--- src/rtl/bct_cfg.svh ---
// Constants for the bridge control timeout and abort block.
// Assumes inclusion by bare name from every rtl file that needs them.
//
// Overview of operation
// - Timeout and command SERR enables: timeout discard drives primary SERR.
// - Timeout error enable clear: a timeout never drives primary SERR.
// - Timeout discard sets the status bit; software writes one to clear.
// - Secondary timer runs from head; expiry without repeat discards.
// - Secondary select bit: zero gives 2^15 clocks, one gives 2^10.
// - Primary timer runs from head, 2^15 or 2^10 clocks, then discards.
// - Secondary fast back-to-back bit reads zero; never generated.
// - Secondary bus reset bit drives the secondary reset output directly.
// - Secondary reset clears secondary logic; primary and registers kept.
// - Abort mode zero: delayed complete normally, reads return ones.
// - Abort mode one: delayed get target abort; posted raise SERR if command SERR enable set.
// - Bits 31:28 and bit 20 are read-only zero.
// - Bridge reset sets every field of the register to zero.
// - Forward and SERR enables: secondary SERR seen drives primary SERR.
`ifndef BCT_CFG_SVH
`define BCT_CFG_SVH

`define BCT_REG_OFS 8'h3C
`define BCT_RESET_VAL 32'h0000_0000
`define BCT_WR_MASK 32'h0B6F_0000
`define BCT_ALL_ONES 32'hFFFF_FFFF
`define BCT_ZERO32 32'h0000_0000

`define BCT_BIT_TMO_SYSTEM_ERROR_FORWARD_ENABLE 27
`define BCT_BIT_TMO_STATUS 26
`define BCT_BIT_SEC_TMO_SEL 25
`define BCT_BIT_PRI_TMO_SEL 24
`define BCT_BIT_SEC_FB2B 23
`define BCT_BIT_SEC_RESET 22
`define BCT_BIT_MA_MODE 21
`define BCT_BIT_SERR_FWD_EN 17

`define BCT_TMO_LONG_CYC 32768
`define BCT_TMO_SHORT_CYC 1024
`define BCT_CNT_W 16
`define BCT_NUM_BUS 2
`define BCT_BUS_PRI 0
`define BCT_BUS_SEC 1

`endif

--- src/rtl/bct_pkg.sv ---
// Types shared by the bridge control timeout and abort block.
// Assumes bct_cfg.svh holds the numeric constants.
`default_nettype none
`include "bct_cfg.svh"

package bct_pkg;
    typedef logic [`BCT_CNT_W-1:0] bct_cnt_t;
    typedef enum logic [1:0] {
        BCT_T_IDLE,
        BCT_T_RUN,
        BCT_T_DONE
    } bct_tmr_e;
endpackage : bct_pkg

`default_nettype wire

--- src/rtl/bct_top.sv ---
// Bridge control register, upper half: master timeouts, secondary reset,
// master abort handling and system error signalling.
// Assumes configuration cycles arrive already decoded on the PCI clock and
// that the queues drive head and repeat indications on the same clock.
`default_nettype none
`include "bct_cfg.svh"

module bct_top
    import bct_pkg::*;
#(
    parameter int LONG_CYCLES = `BCT_TMO_LONG_CYC,
    parameter int SHORT_CYCLES = `BCT_TMO_SHORT_CYC
) (
    // Clock and bridge reset
    input wire logic clk_i,
    input wire logic rstn_i,

    // Configuration access
    input wire logic cfg_wr_i,
    input wire logic cfg_rd_i,
    input wire logic [7:0] cfg_addr_i,
    input wire logic [31:0] cfg_wdata_i,
    input wire logic [3:0] primary_byte_enables_n_i,
    output logic [31:0] cfg_rdata_o,
    output logic cfg_ack_o,

    // Command register system error enable
    input wire logic cmd_system_error_forward_enable_i,

    // Delayed completion queues, index 0 primary, 1 secondary
    input wire logic [`BCT_NUM_BUS-1:0] dc_head_i,
    input wire logic [`BCT_NUM_BUS-1:0] dc_repeat_i,
    output logic [`BCT_NUM_BUS-1:0] dc_discard_o,

    // Master abort reports from the bridge's own master
    input wire logic ma_event_i,
    input wire logic ma_posted_i,
    input wire logic ma_read_i,
    output logic ma_normal_done_o,
    output logic ma_target_abort_o,
    output logic [31:0] ma_rdata_o,

    // Secondary bus controls
    output logic secondary_reset_n_o,
    output logic sec_logic_reset_n_o,
    output logic sec_fast_b2b_o,

    // System error pins, open drain
    input wire logic secondary_system_error_in_n_i,
    output logic primary_system_error_out_o,
    output logic primary_system_error_out_oe_o
);
    // Register fields
    logic tmo_system_error_forward_enable_q;
    logic tmo_status_q;
    logic tmo_status_d;
    logic sec_tmo_sel_q;
    logic pri_tmo_sel_q;
    logic sec_reset_q;
    logic ma_mode_q;
    logic [3:0] low_bits_q;
    logic [31:0] rdata_d;

    // Access decode
    wire logic [5:0] ofs_w = 6'(`BCT_REG_OFS >> 2);
    wire logic sel_w = (cfg_addr_i[7:2] == ofs_w);
    wire logic wr_w = cfg_wr_i && sel_w;
    wire logic rd_w = cfg_rd_i && sel_w;
    wire logic [3:0] lane_w = ~primary_byte_enables_n_i;
    wire logic [31:0] lane_mask_w = {
        {8{lane_w[3]}}, {8{lane_w[2]}}, {8{lane_w[1]}}, {8{lane_w[0]}}
    };
    // Only the writable fields can change; fixed fields ignore data
    wire logic [31:0] wmask_w = lane_mask_w & `BCT_WR_MASK;
    wire logic [31:0] wbits_w = cfg_wdata_i & wmask_w;
    wire logic [31:0] upd_w = {32{wr_w}} & wmask_w;
    wire logic w1c_w = wr_w && lane_w[3]
        && cfg_wdata_i[`BCT_BIT_TMO_STATUS];

    wire logic [31:0] reg_val_w = {
        4'h0,
        tmo_system_error_forward_enable_q,
        tmo_status_q,
        sec_tmo_sel_q,
        pri_tmo_sel_q,
        1'b0,
        sec_reset_q,
        ma_mode_q,
        1'b0,
        low_bits_q,
        16'h0000
    };

    // Timers
    wire logic [`BCT_NUM_BUS-1:0] short_w = {sec_tmo_sel_q, pri_tmo_sel_q};
    wire logic [`BCT_NUM_BUS-1:0] clr_w = {sec_reset_q, 1'b0};
    logic [`BCT_NUM_BUS-1:0] expire_w;

    genvar gi;
    generate
        for (gi = 0; gi < `BCT_NUM_BUS; gi++) begin : g_tmr
            bct_timer #(
                .LONG_CYC(bct_cnt_t'(LONG_CYCLES - 1)),
                .SHORT_CYC(bct_cnt_t'(SHORT_CYCLES - 1))
            ) u_tmr (
                .clk_i(clk_i),
                .rstn_i(rstn_i),
                .clr_i(clr_w[gi]),
                .head_i(dc_head_i[gi]),
                .repeat_i(dc_repeat_i[gi]),
                .short_i(short_w[gi]),
                .expire_o(expire_w[gi])
            );
        end
    endgenerate

    wire logic tmo_any_w = |expire_w;

    // Secondary SERR pin synchroniser, first stage read only by second
    logic sserr_s1_q;
    logic sserr_s2_q;
    logic sserr_s3_q;
    logic sserr_seen_q;
    wire logic sserr_agree_w = (sserr_s2_q == sserr_s3_q);

    // System error sources
    wire logic tmo_serr_w = tmo_any_w && tmo_system_error_forward_enable_q
        && cmd_system_error_forward_enable_i;
    wire logic ma_post_w = ma_event_i && ma_posted_i;
    wire logic ma_dly_w = ma_event_i && !ma_posted_i;
    wire logic ma_serr_w = ma_post_w && ma_mode_q && cmd_system_error_forward_enable_i;
    wire logic fwd_serr_w = sserr_seen_q && low_bits_q[1]
        && cmd_system_error_forward_enable_i;
    wire logic serr_w = tmo_serr_w || ma_serr_w || fwd_serr_w;

    // Set wins over the software clear
    always_comb begin
        tmo_status_d = tmo_status_q;
        if (w1c_w) begin
            tmo_status_d = 1'b0;
        end
        if (tmo_any_w) begin
            tmo_status_d = 1'b1;
        end
    end

    always_comb begin
        rdata_d = `BCT_ZERO32;
        if (rd_w) begin
            rdata_d = reg_val_w;
        end
    end

    // Register storage; secondary reset does not touch it
    always_ff @(posedge clk_i or negedge rstn_i) begin
        if (!rstn_i) begin
            tmo_system_error_forward_enable_q <= 1'b0;
            sec_tmo_sel_q <= 1'b0;
            pri_tmo_sel_q <= 1'b0;
            sec_reset_q <= 1'b0;
            ma_mode_q <= 1'b0;
            low_bits_q <= 4'h0;
            tmo_status_q <= 1'b0;
        end else begin
            if (upd_w[`BCT_BIT_TMO_SYSTEM_ERROR_FORWARD_ENABLE]) begin
                tmo_system_error_forward_enable_q <= wbits_w[`BCT_BIT_TMO_SYSTEM_ERROR_FORWARD_ENABLE];
            end
            if (upd_w[`BCT_BIT_SEC_TMO_SEL]) begin
                sec_tmo_sel_q <= wbits_w[`BCT_BIT_SEC_TMO_SEL];
            end
            if (upd_w[`BCT_BIT_PRI_TMO_SEL]) begin
                pri_tmo_sel_q <= wbits_w[`BCT_BIT_PRI_TMO_SEL];
            end
            if (upd_w[`BCT_BIT_SEC_RESET]) begin
                sec_reset_q <= wbits_w[`BCT_BIT_SEC_RESET];
            end
            if (upd_w[`BCT_BIT_MA_MODE]) begin
                ma_mode_q <= wbits_w[`BCT_BIT_MA_MODE];
            end
            if (wr_w && lane_w[2]) begin
                low_bits_q <= wbits_w[19:16];
            end
            tmo_status_q <= tmo_status_d;
        end
    end

    // Configuration read path
    always_ff @(posedge clk_i or negedge rstn_i) begin
        if (!rstn_i) begin
            cfg_rdata_o <= `BCT_ZERO32;
            cfg_ack_o <= 1'b0;
        end else begin
            cfg_rdata_o <= rdata_d;
            cfg_ack_o <= cfg_wr_i || cfg_rd_i;
        end
    end

    // Secondary bus reset follows the control bit
    always_ff @(posedge clk_i or negedge rstn_i) begin
        if (!rstn_i) begin
            secondary_reset_n_o <= 1'b1;
            sec_logic_reset_n_o <= 1'b1;
            sec_fast_b2b_o <= 1'b0;
        end else begin
            secondary_reset_n_o <= !sec_reset_q;
            sec_logic_reset_n_o <= !sec_reset_q;
            sec_fast_b2b_o <= 1'b0;
        end
    end

    // Discard strobes to the queues
    always_ff @(posedge clk_i or negedge rstn_i) begin
        if (!rstn_i) begin
            dc_discard_o <= '0;
        end else begin
            dc_discard_o <= expire_w & ~clr_w;
        end
    end

    // Master abort completions on the initiator bus
    always_ff @(posedge clk_i or negedge rstn_i) begin
        if (!rstn_i) begin
            ma_normal_done_o <= 1'b0;
            ma_target_abort_o <= 1'b0;
            ma_rdata_o <= `BCT_ZERO32;
        end else begin
            ma_normal_done_o <= ma_dly_w && !ma_mode_q;
            ma_target_abort_o <= ma_dly_w && ma_mode_q;
            if (ma_dly_w && !ma_mode_q && ma_read_i) begin
                ma_rdata_o <= `BCT_ALL_ONES;
            end else begin
                ma_rdata_o <= `BCT_ZERO32;
            end
        end
    end

    // Pin input: a change counts once second and third stages agree
    always_ff @(posedge clk_i or negedge rstn_i) begin
        if (!rstn_i) begin
            sserr_s1_q <= 1'b1;
            sserr_s2_q <= 1'b1;
            sserr_s3_q <= 1'b1;
            sserr_seen_q <= 1'b0;
        end else begin
            sserr_s1_q <= secondary_system_error_in_n_i;
            sserr_s2_q <= sserr_s1_q;
            sserr_s3_q <= sserr_s2_q;
            if (sserr_agree_w) begin
                sserr_seen_q <= !sserr_s2_q;
            end
        end
    end

    // Open drain: only ever pulls low, enable marks the drive
    always_ff @(posedge clk_i or negedge rstn_i) begin
        if (!rstn_i) begin
            primary_system_error_out_o <= 1'b0;
            primary_system_error_out_oe_o <= 1'b0;
        end else begin
            primary_system_error_out_o <= 1'b0;
            primary_system_error_out_oe_o <= serr_w;
        end
    end
endmodule : bct_top

`default_nettype wire

--- src/rtl/bct_timer.sv ---
// Master timeout counter for one bus.
// Assumes head_i stays high while the completion sits at the queue head.
`default_nettype none
`include "bct_cfg.svh"

module bct_timer
    import bct_pkg::*;
#(
    parameter bct_cnt_t LONG_CYC = bct_cnt_t'(`BCT_TMO_LONG_CYC - 1),
    parameter bct_cnt_t SHORT_CYC = bct_cnt_t'(`BCT_TMO_SHORT_CYC - 1)
) (
    // Clock and reset
    input wire logic clk_i,
    input wire logic rstn_i,
    input wire logic clr_i,
    // Queue side
    input wire logic head_i,
    input wire logic repeat_i,
    input wire logic short_i,
    // Expiry pulse
    output logic expire_o
);
    bct_tmr_e state_q;
    bct_tmr_e state_d;
    bct_cnt_t cnt_q;
    bct_cnt_t cnt_d;
    logic expire_d;
    // LONG_CYC and SHORT_CYC hold the last count, one less than the length
    wire bct_cnt_t last_w = short_i ? SHORT_CYC : LONG_CYC;
    wire logic hit_w = (cnt_q == last_w);

    always_comb begin
        state_d = state_q;
        cnt_d = cnt_q;
        expire_d = 1'b0;
        case (state_q)
            BCT_T_IDLE: begin
                cnt_d = '0;
                if (head_i) begin
                    state_d = BCT_T_RUN;
                end
            end
            BCT_T_RUN: begin
                if (!head_i || repeat_i) begin
                    state_d = head_i ? BCT_T_DONE : BCT_T_IDLE;
                end else if (hit_w) begin
                    expire_d = 1'b1;
                    state_d = BCT_T_DONE;
                end else begin
                    cnt_d = cnt_q + 1'b1;
                end
            end
            BCT_T_DONE: begin
                if (!head_i) begin
                    state_d = BCT_T_IDLE;
                end
            end
            default: begin
                state_d = BCT_T_IDLE;
            end
        endcase
    end

    always_ff @(posedge clk_i or negedge rstn_i) begin
        if (!rstn_i) begin
            state_q <= BCT_T_IDLE;
            cnt_q <= '0;
            expire_o <= 1'b0;
        end else if (clr_i) begin
            state_q <= BCT_T_IDLE;
            cnt_q <= '0;
            expire_o <= 1'b0;
        end else begin
            state_q <= state_d;
            cnt_q <= cnt_d;
            expire_o <= expire_d;
        end
    end
endmodule : bct_timer

`default_nettype wire

--- config.mk ---
export PLATFORM = sky130hd
export DESIGN_NAME = bct_top
export DESIGN_NICKNAME = d
export VERILOG_FILES = /design/src/rtl/bct_pkg.sv /design/src/rtl/bct_top.sv /design/src/rtl/bct_timer.sv
export VERILOG_INCLUDE_DIRS = /design/src /design/src/rtl
export SDC_FILE = /design/constraint.sdc
export NUM_CORES = 1
export LEC_CHECK = 0
export BUFFER_PORTS_ARGS = -buffer_cell sky130_fd_sc_hd__buf_2
export CAP_MARGIN = 20
export CORE_ASPECT_RATIO = 0.75
export CORE_MARGIN = 2
export CORE_UTILIZATION = 45
export CTS_BUF_LIST = sky130_fd_sc_hd__clkbuf_4 sky130_fd_sc_hd__clkbuf_8 sky130_fd_sc_hd__clkbuf_16
export CTS_CLUSTER_SIZE = 30
export DETAILED_ROUTE_END_ITERATION = 12
export PLACE_DENSITY_LB_ADDON = 0.15
export SKIP_LAST_GASP = 1
export SYNTH_ARGS = -nofsm -noshare
export SYNTH_HDL_FRONTEND = slang
export SYNTH_SLANG_ARGS = --single-unit
--- constraint.sdc ---
create_clock -name clk_i -period 4.1 [get_ports clk_i]
set_input_delay 0.82 -clock clk_i [delete_from_list [all_inputs] [get_ports clk_i]]
set_output_delay 0.82 -clock clk_i [all_outputs]
set_load 0.01 [all_outputs]
==> metrics.md <==
| Metric | Value |
|---|---|
| Status | finished clean |
| Port Buf Inserts | 80 |
| H-tree depth | 3 |
| Final #Nets | 467 |
| Crit. End Element | flip-flop |
| Drt pass-1 iters | 5 |
| Initial Utilization | 0.463 |
| Vias in the first global route | 2448 |
| Seq/Total Area, Yosys | 0.482 |
| Syn avg cell area | 10.2 µm² |
| Initial antenna violation count | 0 |
| Std cell rows | 28 |
| Hold buffer count at CTS | 0 |
| Pint | 1130 µW |
| TritonCTS Buffers | 9 |
| Fillers | 734 |
| Met2 routed WL | 3280 µm |
| Peak Freq | 374 MHz |
| Placement Setup Slack | 1.46 ns |
| Combinational Power Share | 0.095 |
| RSZ-0062 raised after global routing | false |
| Final hold vios | 0 |
| Clock sink count | 70 |
| Syn-to-layout area delta | 10.5% |
| Top_reg_cell synth | dfrtp_1 |
| DP HPWL | 5500 µm |
| Clock Latency Late Sink | 0.34 ns |
| Synth Cell Area | 3650 µm² |
| Switching power | 372 µW |
| MaxCap Viol Count | 0 |
| Maximum vdd ir drop | 0.191 mV |
| Root Driver | clkbuf_8 |
| Wl on met1 | 3890 µm |
| Post-synth EDFFs | 0 |
| Synth Instances | 358 |
| Slowest stage cell, crit path | o31ai_2 |
| Worst min path class | reg2reg |
| Total GRT Usage | 0.187 |
| Layout cell share with drive strength beyond 1 | 0.305 |
| DR iter-0 viols | 198 |
| Largest net degree at the start of global routing | 56 |
| DRC Markers | 0 |
| Placer Congestion | 0.862 |
| Worst rel slew slack | 0.329 |
| Wire per inst | 15.1 µm |
| Critical path peak fanout | 14 |
| CP startpoint kind | flip-flop |
| Fin crit period | 2.67 ns |
| Setup TNS | 0 ns |
| Worst slew pin tran | 1.00 ns |
| Leading cell type in the layout, fill and taps excluded | buf_2 |
| Setup bufs post-CTS | 0 |
| Sequential power share | 0.490 |
| PD cells | 374 nW/µm² |
| Clock skew | 0.00782 ns |
| Async SR Flop Fraction | 1.00 |
| Pleak | 0.00195 µW |
| First-pass GRT wire length | 12700 µm |
| Critical-path cell list | or4b_1 -> o32a_1 -> o31ai_2 -> or2_1 -> o211ai_1 -> o31ai_1 |
| Most frequent cells in the layout | 80 x buf_2, 66 x dfrtp_1, 26 x nand2_1, 24 x conb_1 |
| Die area | 8850 µm² |
| Clock Tree Buf Depth | 2 |
| Inserted Diodes | 0 |
| Post-route ant nets | 0 |
| CTS clk-pin slew, worst paths | 0.07 ns |
| Pins Over Slew Limit | 0 |
| Sw Share | 0.247 |
| Setup CP Type | reg2reg |
| Max layer used | met4 |
| Max incr delay on CP | 0.84 ns |
| Crit path setup slack, layout | 1.43 ns |
| Fin crit share | 0.652 |
| Part of the power in the clock network | 0.414 |
| Total Power | 1500 µW |
| Count of yosys warnings during synthesis | 0 |
| Routed via count | 2801 |
| I/O Pins | 131 |
| DRT Wirelength | 7800 µm |
| Die H | 82.0 µm |
| Final setup viols | 0 |
| Distinct cells, synth | 63 |
| CTS tree | built |
| Core area | 7880 µm² |
| WL met3 | 570 µm |
| Final Util | 0.511 |
| Die X | 108 µm |
| CP required | 4.34 ns |
| Gr ovfl total | 0 |
| Flops & latches, synth | 70 |
| Critical Path AT | 2.92 ns |
| Post_cts resized | 0 |
| Via/cell ratio | 5.41 |
## synth_stat cells, drive strengths merged (2+ instances only)
library cell / n / share of area
and4: 2 / 0.0055
dfrtp: 66 / 0.45
nor2b: 3 / 0.0072
nand2: 26 / 0.027
or4: 3 / 0.0072
mux2: 8 / 0.025
inv: 10 / 0.010
a31oi: 6 / 0.010
nor3: 11 / 0.015
or2b: 2 / 0.0041
or2: 4 / 0.0069
dfstp: 4 / 0.029
o21a: 2 / 0.0041
buf: 59 / 0.12
and3: 12 / 0.022
or3: 4 / 0.0086
ha: 2 / 0.0069
o31ai: 14 / 0.030
o211ai: 16 / 0.033
nand4: 8 / 0.014
o21ai: 18 / 0.026
and2: 3 / 0.0051
clkbuf: 7 / 0.0072
a21oi: 12 / 0.020
nor3b: 2 / 0.0041
a211oi: 2 / 0.0041
nand3: 17 / 0.025
nor2: 14 / 0.014
## layout make-up
cell class,count,area [µm²],area share
Inverter,10,37.5,0.00932
Sequential cell,70,1760,0.436
Clock inverter,4,70.1,0.0174
Clock buffer,12,153,0.0379
Tap cell,105,131,0.0326
Timing Repair Buffer,82,415,0.103
Multi-Input combinational cell,235,1470,0.364
## per-stage QoR
| stage | instances | hold WS, ns | instance area [µm²] |
|---|---|---|---|
| 6_report | 518 | 0.358 | 4030 |
| 5_1_grt | 518 | 0.366 | 4030 |
| 2_1_floorplan | 381 | 0.345 | 3730 |
| 3_3_place_gp | 502 | 0.349 | 3810 |
| 3_5_place_dp | 502 | 0.349 | 3810 |
| 4_1_cts | 518 | 0.360 | 4030 |
## kinds of logic (layout without fill, tap and decap cells)
logic type      Yosys count  after routing  synth area share
fa+ha+maj                 2              2           0.00686
flops                    70             70             0.482
buf+inv                  76            108             0.140
mux                       8              8            0.0247
other cells               1             24           0.00103
simple gates            117            117             0.183
compound gates           84             84             0.162
## state kept, by name, summed over array words and instances (netlist names)
name and count:
g_tmr.u_tmr.cnt_q 32, cfg_rdata_o 10, g_tmr.u_tmr.state_q 4, low_bits_q 4, dc_discard_o 2, g_tmr.u_tmr.expire_o 2, cfg_ack_o 1, ma_mode_q 1
ma_normal_done_o 1, ma_rdata_o 1, ma_target_abort_o 1, pri_tmo_sel_q 1, primary_system_error_out_oe_o 1, sec_logic_reset_n_o 1, sec_reset_q 1, sec_tmo_sel_q 1
sserr_s1_q 1, sserr_s2_q 1, sserr_s3_q 1, sserr_seen_q 1, tmo_status_q 1, tmo_system_error_forward_enable_q 1
## critical path, delay by kind of cell (launching register included)
kind,cells,cell delay (ns)
AND/OR/NAND/NOR,2,0.81
AO/OA/AOI/OAI,4,1.35
flip-flops,1,0.42
## metal layers
layer,up-vias,GRT usage
met4,0,0.0538
li1,1326,-
met2,134,0.263
met3,5,0.0460
met1,1336,0.284
met5,-,0
## power groups by stage
stage	Combinational, µW	Sequential (µW)	Clock, µW
floorplan	126	742	0
CTS	145	738	644
detailed placement	144	751	0
global placement	143	750	0
global route	163	742	674
finish	143	738	624
## final timing paths
path | from | end | slack, ns | cells past startpoint
max in group asynchronous | rstn_i | g_tmr[1].u_tmr.expire_o | 2.73 | 2
setup / recovery | g_tmr[0].u_tmr.cnt_q[12] | g_tmr[0].u_tmr.cnt_q[14] | 1.43 | 6
setup reg to reg | g_tmr[0].u_tmr.cnt_q[12] | g_tmr[0].u_tmr.cnt_q[14] | 1.43 | 6
hold reg to reg | sserr_s1_q | sserr_s2_q | 0.36 | 0
hold / removal | sserr_s1_q | sserr_s2_q | 0.36 | 0
min in group asynchronous | rstn_i | ma_target_abort_o | 0.38 | 1
(Power assumes the default switching activity.)
